`src/gen_ctrl_pkg.sv`:
```
package gen_ctrl_pkg;

    // ------------------------------------------------------------
    // Register location and reset value
    // ------------------------------------------------------------
    localparam logic [7:0]  GEN_CTRL_OFFSET = 8'hD4;
    localparam logic [31:0] GEN_CTRL_RESET  = 32'h8206C000;

    // ------------------------------------------------------------
    // Field positions
    // ------------------------------------------------------------
    localparam int RETRY_MSB   = 31;
    localparam int RETRY_LSB   = 30;
    localparam int RSVD_MSB    = 29;
    localparam int RSVD_LSB    = 28;
    localparam int LOW_SWING   = 27;
    localparam int PM_SEL      = 26;
    localparam int STRICT_PRIO = 25;
    localparam int FORCE_RM    = 24;
    localparam int LPM_DEF     = 23;
    localparam int SHORT_MSB   = 22;
    localparam int SHORT_LSB   = 20;

    // Bits this block owns; 19:0 belong elsewhere
    localparam logic [31:0] WRITE_MASK = 32'hCFF00000;

    // ------------------------------------------------------------
    // Encodings
    // ------------------------------------------------------------
    localparam logic [1:0] RETRY_25US = 2'h0;
    localparam logic [1:0] RETRY_1MS  = 2'h1;
    localparam logic [1:0] RETRY_25MS = 2'h2;
    localparam logic [1:0] RETRY_50MS = 2'h3;

    localparam logic [2:0] SHORT_IGNORE   = 3'h0;
    localparam logic [2:0] SHORT_PIN      = 3'h1;
    localparam logic [2:0] SHORT_CLKSTOP  = 3'h2;
    localparam logic [2:0] SHORT_BOTH     = 3'h3;
    localparam logic [2:0] SHORT_UNSUPP   = 3'h4;

    localparam logic [2:0] PM_REV_OLD     = 3'h2;
    localparam logic [2:0] PM_REV_NEW     = 3'h3;
    localparam logic [2:0] LOWPRI_CNT_DEF = 3'h1;
    localparam logic [2:0] LOWPRI_STRICT  = 3'h0;
    localparam logic [1:0] LPM_OFF        = 2'h0;
    localparam logic [1:0] LPM_BOTH       = 2'h3;

    // ------------------------------------------------------------
    // Retry timeout in cycles of the 50 MHz clock
    // ------------------------------------------------------------
    localparam int CLK_MHZ        = 50;
    localparam int RETRY_25US_US  = 25;
    localparam int RETRY_1MS_US   = 1000;
    localparam int RETRY_25MS_US  = 25000;
    localparam int RETRY_50MS_US  = 50000;
    localparam int RETRY_25US_CYC = RETRY_25US_US * CLK_MHZ;
    localparam int RETRY_1MS_CYC  = RETRY_1MS_US * CLK_MHZ;
    localparam int RETRY_25MS_CYC = RETRY_25MS_US * CLK_MHZ;
    localparam int RETRY_50MS_CYC = RETRY_50MS_US * CLK_MHZ;

    // Decoded controls handed to the rest of the bridge
    typedef struct packed {
        logic       tx_low_swing;
        logic       read_multiple_force;
        logic       strict_grant;
        logic [2:0] pm_revision_field;
        logic       pm_state_retain;
        logic [2:0] low_prio_count_default;
        logic [1:0] link_pm_ctrl_field;
    } ctrl_out_type;

endpackage

```
`src/bridge_general_control.sv`:
```
`timescale 1ns/1ps

module bridge_general_control (
    // Clock and resets
    input  wire logic                       core_clk,
    input  wire logic                       rst,
    input  wire logic                       global_reset_pin,
    input  wire logic                       power_on_reset,
    // Configuration access
    input  wire logic                       cfg_wr,
    input  wire logic                       cfg_rd,
    input  wire logic [7:0]                 cfg_addr,
    input  wire logic [3:0]                 cfg_be,
    input  wire logic [31:0]                cfg_wdata,
    output logic      [31:0]                cfg_rdata,
    output logic                            cfg_rd_hit,
    // Retry timer on the secondary bus
    input  wire logic                       retry_start,
    input  wire logic                       retry_done,
    output logic                            retry_expired,
    // Slot power and transaction screening
    input  wire logic                       slot_power_short,
    input  wire logic                       txn_valid,
    input  wire logic                       txn_is_cfg,
    input  wire logic                       txn_is_spl_msg,
    input  wire logic [2:0]                 low_prio_count,
    output logic                            power_shortfall_pin,
    output logic                            sec_clk_stop,
    output logic                            txn_unsupported,
    // Decoded controls
    output gen_ctrl_pkg::ctrl_out_type      ctrl
);

    // ------------------------------------------------------------
    // Register storage
    // ------------------------------------------------------------
    logic [31:0] reg_q, reg_d;
    logic        any_rst;
    logic        hit;
    logic [31:0] be_mask;

    assign any_rst = rst | global_reset_pin | power_on_reset;
    assign hit     = cfg_addr == gen_ctrl_pkg::GEN_CTRL_OFFSET;
    assign be_mask = {{8{cfg_be[3]}}, {8{cfg_be[2]}}, {8{cfg_be[1]}}, {8{cfg_be[0]}}};

    always_comb begin
        reg_d = reg_q;
        if (cfg_wr && hit) begin
            // Only owned bits change; reserved 29:28 stay zero
            reg_d = (reg_q & ~(be_mask & gen_ctrl_pkg::WRITE_MASK))
                  | (cfg_wdata & be_mask & gen_ctrl_pkg::WRITE_MASK);
        end
    end

    always_ff @(posedge core_clk) begin
        if (any_rst) begin
            reg_q <= gen_ctrl_pkg::GEN_CTRL_RESET & gen_ctrl_pkg::WRITE_MASK;
        end else begin
            reg_q <= reg_d;
        end
    end

    // ------------------------------------------------------------
    // Read path
    // ------------------------------------------------------------
    logic [31:0] rdata_d;
    logic        rd_hit_d;

    always_comb begin
        rdata_d  = 32'h00000000;
        rd_hit_d = cfg_rd && hit;
        if (rd_hit_d) begin
            rdata_d = reg_q & gen_ctrl_pkg::WRITE_MASK;
        end
    end

    always_ff @(posedge core_clk) begin
        if (any_rst) begin
            cfg_rdata  <= 32'h00000000;
            cfg_rd_hit <= 1'b0;
        end else begin
            cfg_rdata  <= rdata_d;
            cfg_rd_hit <= rd_hit_d;
        end
    end

    // ------------------------------------------------------------
    // Retry timeout counter
    // ------------------------------------------------------------
    logic [1:0]  retry_sel;
    logic [21:0] retry_limit;
    logic [21:0] retry_cnt_q, retry_cnt_d;
    logic        retry_run_q, retry_run_d;
    logic        retry_exp_d;

    assign retry_sel = reg_q[gen_ctrl_pkg::RETRY_MSB:gen_ctrl_pkg::RETRY_LSB];

    always_comb begin
        case (retry_sel)
            gen_ctrl_pkg::RETRY_25US: retry_limit = 22'(gen_ctrl_pkg::RETRY_25US_CYC);
            gen_ctrl_pkg::RETRY_1MS:  retry_limit = 22'(gen_ctrl_pkg::RETRY_1MS_CYC);
            gen_ctrl_pkg::RETRY_25MS: retry_limit = 22'(gen_ctrl_pkg::RETRY_25MS_CYC);
            default:                  retry_limit = 22'(gen_ctrl_pkg::RETRY_50MS_CYC);
        endcase
    end

    always_comb begin
        retry_cnt_d = retry_cnt_q;
        retry_run_d = retry_run_q;
        retry_exp_d = 1'b0;
        if (retry_start) begin
            retry_cnt_d = 22'h000000;
            retry_run_d = 1'b1;
        end else if (retry_done) begin
            retry_run_d = 1'b0;
        end else if (retry_run_q) begin
            if (retry_cnt_q + 22'h000001 >= retry_limit) begin
                // Upstream completes with retry status
                retry_exp_d = 1'b1;
                retry_run_d = 1'b0;
            end
            retry_cnt_d = retry_cnt_q + 22'h000001;
        end
    end

    always_ff @(posedge core_clk) begin
        if (any_rst) begin
            retry_cnt_q   <= 22'h000000;
            retry_run_q   <= 1'b0;
            retry_expired <= 1'b0;
        end else begin
            retry_cnt_q   <= retry_cnt_d;
            retry_run_q   <= retry_run_d;
            retry_expired <= retry_exp_d;
        end
    end

    // ------------------------------------------------------------
    // Slot power shortfall and decoded controls
    // ------------------------------------------------------------
    logic [2:0]                 short_act;
    logic                       pin_d, clk_stop_d, unsupp_d;
    gen_ctrl_pkg::ctrl_out_type ctrl_d;

    assign short_act = reg_q[gen_ctrl_pkg::SHORT_MSB:gen_ctrl_pkg::SHORT_LSB];

    always_comb begin
        pin_d      = 1'b0;
        clk_stop_d = 1'b0;
        unsupp_d   = 1'b0;
        if (slot_power_short) begin
            // Reserved codes fall to default and do nothing
            case (short_act)
                gen_ctrl_pkg::SHORT_PIN:     pin_d = 1'b1;
                gen_ctrl_pkg::SHORT_CLKSTOP: clk_stop_d = 1'b1;
                gen_ctrl_pkg::SHORT_BOTH: begin
                    pin_d      = 1'b1;
                    clk_stop_d = 1'b1;
                end
                gen_ctrl_pkg::SHORT_UNSUPP:
                    unsupp_d = txn_valid && !txn_is_cfg && !txn_is_spl_msg;
                default: ;
            endcase
        end
    end

    always_comb begin
        ctrl_d.tx_low_swing        = reg_q[gen_ctrl_pkg::LOW_SWING];
        ctrl_d.read_multiple_force = reg_q[gen_ctrl_pkg::FORCE_RM];
        ctrl_d.strict_grant        = reg_q[gen_ctrl_pkg::STRICT_PRIO]
                                   && low_prio_count == gen_ctrl_pkg::LOWPRI_STRICT;
        ctrl_d.pm_revision_field   = reg_q[gen_ctrl_pkg::PM_SEL] ? gen_ctrl_pkg::PM_REV_NEW
                                                                 : gen_ctrl_pkg::PM_REV_OLD;
        ctrl_d.pm_state_retain     = reg_q[gen_ctrl_pkg::PM_SEL];
        ctrl_d.low_prio_count_default = reg_q[gen_ctrl_pkg::STRICT_PRIO]
                                      ? gen_ctrl_pkg::LOWPRI_STRICT
                                      : gen_ctrl_pkg::LOWPRI_CNT_DEF;
        ctrl_d.link_pm_ctrl_field  = reg_q[gen_ctrl_pkg::LPM_DEF] ? gen_ctrl_pkg::LPM_BOTH
                                                                  : gen_ctrl_pkg::LPM_OFF;
    end

    always_ff @(posedge core_clk) begin
        if (any_rst) begin
            power_shortfall_pin <= 1'b0;
            sec_clk_stop        <= 1'b0;
            txn_unsupported     <= 1'b0;
            ctrl                <= '0;
        end else begin
            power_shortfall_pin <= pin_d;
            sec_clk_stop        <= clk_stop_d;
            txn_unsupported     <= unsupp_d;
            ctrl                <= ctrl_d;
        end
    end

    // ------------------------------------------------------------
    // Checks
    // ------------------------------------------------------------
    a_reset_value: assert property (@(posedge core_clk)
        $past(any_rst) |-> reg_q == (gen_ctrl_pkg::GEN_CTRL_RESET & gen_ctrl_pkg::WRITE_MASK))
        else $error("register not at reset value");
    a_rsvd_zero: assert property (@(posedge core_clk) disable iff (any_rst)
        cfg_rdata[29:28] == 2'h0) else $error("reserved bits read nonzero");
    a_write_back: assert property (@(posedge core_clk) disable iff (any_rst)
        cfg_wr && hit && cfg_be == 4'hF |=> reg_q[31:30] == $past(cfg_wdata[31:30])
        && reg_q[27:20] == $past(cfg_wdata[27:20])) else $error("write not stored");
    // Outputs hold zero through the reset edge, so only judge cycles begun out of reset
    a_low_swing: assert property (@(posedge core_clk) disable iff (any_rst)
        !any_rst |=> ctrl.tx_low_swing == $past(reg_q[27])) else $error("low swing mismatch");
    a_pm_rev: assert property (@(posedge core_clk) disable iff (any_rst)
        !any_rst |=> ctrl.pm_revision_field == ($past(reg_q[26]) ? 3'h3 : 3'h2))
        else $error("pm revision wrong");
    a_strict_grant: assert property (@(posedge core_clk) disable iff (any_rst)
        !any_rst && reg_q[25] && low_prio_count == 3'h0 |=> ctrl.strict_grant)
        else $error("strict grant missing");
    a_lowprio_def: assert property (@(posedge core_clk) disable iff (any_rst)
        !any_rst |=> ctrl.low_prio_count_default == ($past(reg_q[25]) ? 3'h0 : 3'h1))
        else $error("low priority default wrong");
    a_force_rm: assert property (@(posedge core_clk) disable iff (any_rst)
        !any_rst |=> ctrl.read_multiple_force == $past(reg_q[24]))
        else $error("force mismatch");
    a_link_pm: assert property (@(posedge core_clk) disable iff (any_rst)
        !any_rst |=> ctrl.link_pm_ctrl_field == ($past(reg_q[23]) ? 2'h3 : 2'h0))
        else $error("link pm default wrong");
    a_short_pin: assert property (@(posedge core_clk) disable iff (any_rst)
        slot_power_short && (short_act == 3'h1 || short_act == 3'h3) |=> power_shortfall_pin)
        else $error("shortfall pin not driven");
    a_unsupp: assert property (@(posedge core_clk) disable iff (any_rst)
        txn_unsupported |-> $past(txn_valid && !txn_is_cfg && !txn_is_spl_msg
        && short_act == 3'h4 && slot_power_short)) else $error("bad unsupported");
    a_retry_25us: assert property (@(posedge core_clk) disable iff (any_rst)
        retry_start && retry_sel == 2'h0 ##1 (!retry_start && !retry_done && retry_sel == 2'h0)[*8]
        |-> !retry_expired) else $error("retry expired early");

endmodule

```
`config.mk`:
```
export PLATFORM = sky130hd
export DESIGN_NAME = bridge_general_control
export DESIGN_NICKNAME = d
export VERILOG_FILES = /design/src/gen_ctrl_pkg.sv /design/src/bridge_general_control.sv
export SDC_FILE = /design/constraint.sdc
export NUM_CORES = 1
export LEC_CHECK = 0
export ABC_CLOCK_PERIOD_IN_PS = 8000
export BUFFER_PORTS_ARGS = -buffer_cell sky130_fd_sc_hd__buf_2
export CORE_MARGIN = 2
export CORE_UTILIZATION = 35
export DETAILED_ROUTE_END_ITERATION = 8
export HOLD_SLACK_MARGIN = 0.02
export PLACE_DENSITY = 0.61
export SYNTH_ARGS = -nofsm -noshare
export SYNTH_HDL_FRONTEND = slang
export SYNTH_SLANG_ARGS = --single-unit
```
`constraint.sdc`:
```
create_clock -name core_clk -period 8 [get_ports core_clk]
set_input_delay 0.4 -clock core_clk [delete_from_list [all_inputs] [get_ports core_clk]]
set_output_delay 0.4 -clock core_clk [all_outputs]
set_load 0.01 [all_outputs]
```
# Word-level counts from Yosys, hierarchy flattened
# Cells that the tools add are included.
dict set report totals {
  regBits 104
  latchBits 0
  ram_bits 0
  romBits 0
  input_bits 59
  output_inout_bits 49
  memories 0
}
dict set report classes {
  n_addsub 1
  n_mul 0
  div 0
  magnitude_cmp 1
  eq_ne 7
  n_shift 0
  mux 11
  bitwise 11
  reduce_logical 17
}
# op count
set ops {}
lappend ops {{one-hot mux 22 bit (3 select lines)} 1}
lappend ops {{bitwise AND 32 bit} 2}
lappend ops {{inverter 32 bit} 1}
lappend ops {{OR 32 bit} 1}
lappend ops {{adder 22 x 1 -> 22 bit, second input constant} 1}
lappend ops {{greater-or-equal comparator 22 bit} 1}
lappend ops {{OR reduction 2 bit} 5}
lappend ops {{two-way mux 1 bit} 9}
lappend ops {{== test 8 bit, second input constant} 1}
lappend ops {{== test 3 x 2 -> 1 bit, second input constant} 2}
lappend ops {{logical AND 1 bit} 5}
lappend ops {{inverter 1 bit} 5}
lappend ops {{OR reduction 4 bit} 1}
lappend ops {{== test 3 x 1 -> 1 bit, second input constant} 1}
lappend ops {{== test 3 bit, second input constant} 1}
lappend ops {{zero test 3 bit} 1}
lappend ops {{OR reduction 3 bit} 1}
lappend ops {{== test 2 x 1 -> 1 bit, second input constant} 1}
lappend ops {{== test 2 bit, second input constant} 1}
lappend ops {{zero test 1 bit} 2}
lappend ops {{zero test 2 bit} 1}
lappend ops {{two-way mux 2 bit} 1}
lappend ops {{OR 1 bit} 2}
lappend ops {{AND reduction 2 bit} 1}

# Logic depth before layout (Yosys ltp)
dict set report logic_depth {
  depth_word 7
  ltp_mapped 13
}

# Worst setup path after synthesis
# OpenSTA, ideal clock, no wires.
dict set report synth_timing {
  kind {register to register}
  startpoint {reg retry_cnt_q[1]}
  endpoint {reg retry_run_q}
  setup_time_ns 0.117
  t_arrival_ns 2.731
  t_required_ns 7.883
  setup_slack_ns 5.152
  stages_incl_launch_ff 13
  path_cell_list {dfxtp_1 -> ha_1 -> nand3_1 -> nor4_2 -> and3_1 -> nand3_1 -> xnor2_1 -> ha_1 -> nand3_1 -> a2111o_1 -> nand2_1 -> a311oi_2 -> a22o_1}
}
dict set report synth_between {
  elab_chain_cells 6
}
# item line
set synth_rtl {}
lappend synth_rtl {{start: declaration} bridge_general_control.sv:92} ;# logic [21:0] retry_cnt_q, retry_cnt_d;
lappend synth_rtl {{start signal: assignment} bridge_general_control.sv:132} ;# retry_cnt_q <= retry_cnt_d;
lappend synth_rtl {{adder 22 x 1 -> 22 bit} bridge_general_control.sv:117} ;# if (retry_cnt_q + 22'h000001 >= retry_limit) begin
lappend synth_rtl {{greater-or-equal comparator 22 bit} bridge_general_control.sv:117}
lappend synth_rtl {{two-way mux 1 bit} bridge_general_control.sv:117}
lappend synth_rtl {{two-way mux 1 bit} bridge_general_control.sv:116} ;# end else if (retry_run_q) begin
lappend synth_rtl {{two-way mux 1 bit} bridge_general_control.sv:114} ;# end else if (retry_done) begin
lappend synth_rtl {{two-way mux 1 bit} bridge_general_control.sv:111} ;# if (retry_start) begin
lappend synth_rtl {{end signal: assignment} bridge_general_control.sv:133} ;# retry_run_q <= retry_run_d;
lappend synth_rtl {{end: declaration} bridge_general_control.sv:93} ;# logic retry_run_q, retry_run_d;
# Every way passes these cells.
# A chain may end at the register's enable or synchronous reset.

# Worst setup path in the final report
dict set report layout_timing {
  startpoint {reg retry_cnt_q[0]}
  endpoint {reg retry_run_q}
}
# Same word-level chain as after synthesis.

==> run metrics <==
Seq pwr share 58.8%; CTS Buf Count 5; Mean Syn Cell Area 8.790 um^2; clock power share 37.2%; Worst Setup Slack, final between 4000 and 5000 ps; PD cells 135.7 mW/mm^2; Critical Path Source Type flop; Top FF cell, synth dfxtp_1; hpwl dp 4654 um; final non-filler cell total 506; Post-synth EDFFs 0; wire length after detailed routing 6133 um; maxcap violations 0; sequential standard cell area 0.001101 mm^2; Hold Crit Depth 2; TritonCTS clock tree yes; Syn Inst Count ~350; worst slack, placed around 4600 ps; multi-input logic area about 0.0018 mm^2; Post-CTS Hold Buffers 0; yosys warns 0; full die area 0.009609 mm^2; Worst Path Arrival 3620 ps; Worst-Skew Late Latency 320 ps; CP top delay family simple AND/OR/NAND/NOR gates; setup tns final 0 ps; Worst VDD drop 0.07300 mV; asr flop ratio synth 0%; Ports around 110; residual DRC count 0; RSZ-0062 raised after global routing no; Total GRT Usage 12.84%; max incr delay on CP roughly 540 ps; antenna-violating nets left 0; Worst-Margin Slew ~960 ps; # rows 34; largest net degree at the start of global routing 24; Fillers 869; critical path data required time about 8000 ps; Leak 0.001570 uW; Sw Ratio 25.31%; Clock Skews about 9.9 ps; post_cts resized 0; CP Capture Type flop; vias 2416; Nets 478; Layout area overhead 11.00%; Slew HR 36.07%; fin crit period 3398 ps; vias in the first global route about 2200; unique cell type count in the Yosys netlist 48; Vias/cell 4.775; Hold Slack between 200 and 250 ps; 1st-iter DRT viols 108; share of layout cells above drive strength 1 a little under a fifth; Slew Viols, Final 0; crit share post-route 42.48%; clock root cell clkbuf_8; total power 466.1 uW; Worst path most repeated cell nand3_1; status finished, final reports clean; grt ovf 0; reg-to-reg endpoint retry_run_q$_SDFF_PP0_; initial antenna violation count 0; Hold WC Path Type in -> reg; core box area 0.008636 mm^2; r2r setup slk 4600 ps; sequential area share after synthesis roughly 36%; HP Start txn_is_cfg; Setup Viol. Count Final 0; Max FO, Critical Path 9; Max Fclk 294.3 MHz; number of setup buffers added after CTS 0; wire length per cell 12.12 um; H-tree depth 2; crit-path cells ha_1 > nand3_1 > nor4_2 > and3_1 > nand3_1 > xnor2_1 > ha_1 > nand3_1 > a2111o_1 > nand2_1 > a311oi_2 > a22o_1; R2R cell count 12; antenna diode count 0; first-pass GRT wire length 10160 um; reg2reg start retry_cnt_q[0]$_SDFFE_PP0P_; Int Pwr 348.2 uW; PortBufs between 50 and 60; slowest stage cell, crit path nor4_2; Placed Instances 498; Die X 98.03 um; initial core utilization a little over a third; Clock Tree Buf Depth 2; combinational share of power 3.9%; Pre-antenna DRT Iters 4; #FFs+latches synth 55; hold endpoint txn_unsupported$_SDFF_PP0_; Die Y 98.03 um; Final Hold Fails 0; Clock transition at path regs 120 ps; Final Wtd Congestion 0.8197; Synth Cell Area 0.003094 mm^2; CTS Sinks 55; WS Path Type reg -> reg; Buf/Inv on CP 0; Psw 118.0 uW
cell usage in the layout (no fill, tap or decap), types with 6 or more instances in the layout:
cell type / n
a21oi_1: 11
and2_1: 15
buf_2: 58
conb_1: 25
dfxtp_1: 55
ha_1: 22
inv_1: 10
mux2i_1: 10
nand2_1: 22
nand2b_1: 6
nand3_1: 12
nand4_1: 14
nor2_1: 35
nor4_1: 6
o21ai_0: 8
or3_1: 8
xnor2_1: 13
xor2_1: 18
synth_stat cells (2+ instances only):
cell type / instances / share of area, %
a21o_1: 2 / 0.49
a21oi_1: 11 / 1.8
and2_1: 15 / 3.0
and3_1: 4 / 0.81
and4_1: 3 / 0.85
buf_2: 6 / 0.97
buf_4: 27 / 6.6
clkbuf_1: 11 / 1.3
dfxtp_1: 55 / 36
ha_1: 22 / 8.9
inv_1: 10 / 1.2
mux2i_1: 10 / 3.2
nand2_1: 22 / 2.7
nand2b_1: 6 / 1.2
nand3_1: 12 / 1.9
nand3b_1: 2 / 0.49
nand4_1: 14 / 2.8
nor2_1: 35 / 4.2
nor3_1: 5 / 0.81
nor3b_1: 2 / 0.49
nor4_1: 6 / 1.2
nor4_2: 2 / 0.81
o21ai_0: 8 / 1.3
or2_1: 2 / 0.40
or3_1: 8 / 1.6
xnor2_1: 13 / 3.7
xor2_1: 18 / 5.1
per-layer routing:
| layer | wire length, um | GRT usage [%] | vias up |
|---|---|---|---|
| met3 | 517 | 4.510 | 5 |
| met2 | 2683 | 19.49 | 76 |
| li1 | - | - | 1251 |
| met1 | 2896 | 17.49 | 1084 |
| met5 | 0 | 0 | - |
| met4 | 36 | 3.205 | 0 |
area by class of cell:
class                   instances  area share, %
clock buffers                   5          2.004
flip-flops and latches         55          32.06
inverters                      10          1.093
multi-input cells             266          51.26
well taps                     108          3.934
repair buffers                 59          8.670
clock inverters                 3         0.9836
power groups by stage:
| stage | Combinational (uW) | Clock, uW | Sequential [uW] |
|---|---|---|---|
| floorplan | 18.0 | 0 | 281 |
| global placement | 18.1 | 0 | 280 |
| detailed placement | 18.1 | 0 | 280 |
| CTS | 18.2 | 179 | 274 |
| global route | 20.6 | 190 | 274 |
| finish | 18.3 | 174 | 274 |
metrics by stage:
step / util, % / cell area [um^2]
6_report: 39.77 / 3435
5_1_grt: 39.77 / 3435
4_1_cts: 39.77 / 3435
3_5_place_dp: 38.58 / 3332
3_3_place_gp: 38.58 / 3332
2_1_floorplan: - / 3184
kinds of logic after synthesis:
group	count (synthesis)	share of synthesized area [%]
compound gates	34	7.481
xor+xnor	31	8.775
fa+ha+maj	22	8.896
buf+inv	55	10.43
flops	55	35.58
mux	10	3.235
other cells	1	0.1212
simple gates	144	25.48
worst max path at each step:
stage / slack (ps) / startpoint / end / cells after the start
floorplan: 5150 / retry_cnt_q[1]$_SDFFE_PP0P_ / retry_run_q$_SDFF_PP0_ / 12
global placement: 4640 / retry_cnt_q[0]$_SDFFE_PP0P_ / retry_run_q$_SDFF_PP0_ / 12
detailed placement: 4590 / retry_cnt_q[0]$_SDFFE_PP0P_ / retry_run_q$_SDFF_PP0_ / 12
CTS: 4560 / retry_cnt_q[0]$_SDFFE_PP0P_ / retry_run_q$_SDFF_PP0_ / 12
global route: 4270 / retry_cnt_q[0]$_SDFFE_PP0P_ / retry_run_q$_SDFF_PP0_ / 12
finish: 4600 / retry_cnt_q[0]$_SDFFE_PP0P_ / retry_run_q$_SDFF_PP0_ / 12
Note: power is estimated with default switching activity, not from simulation.
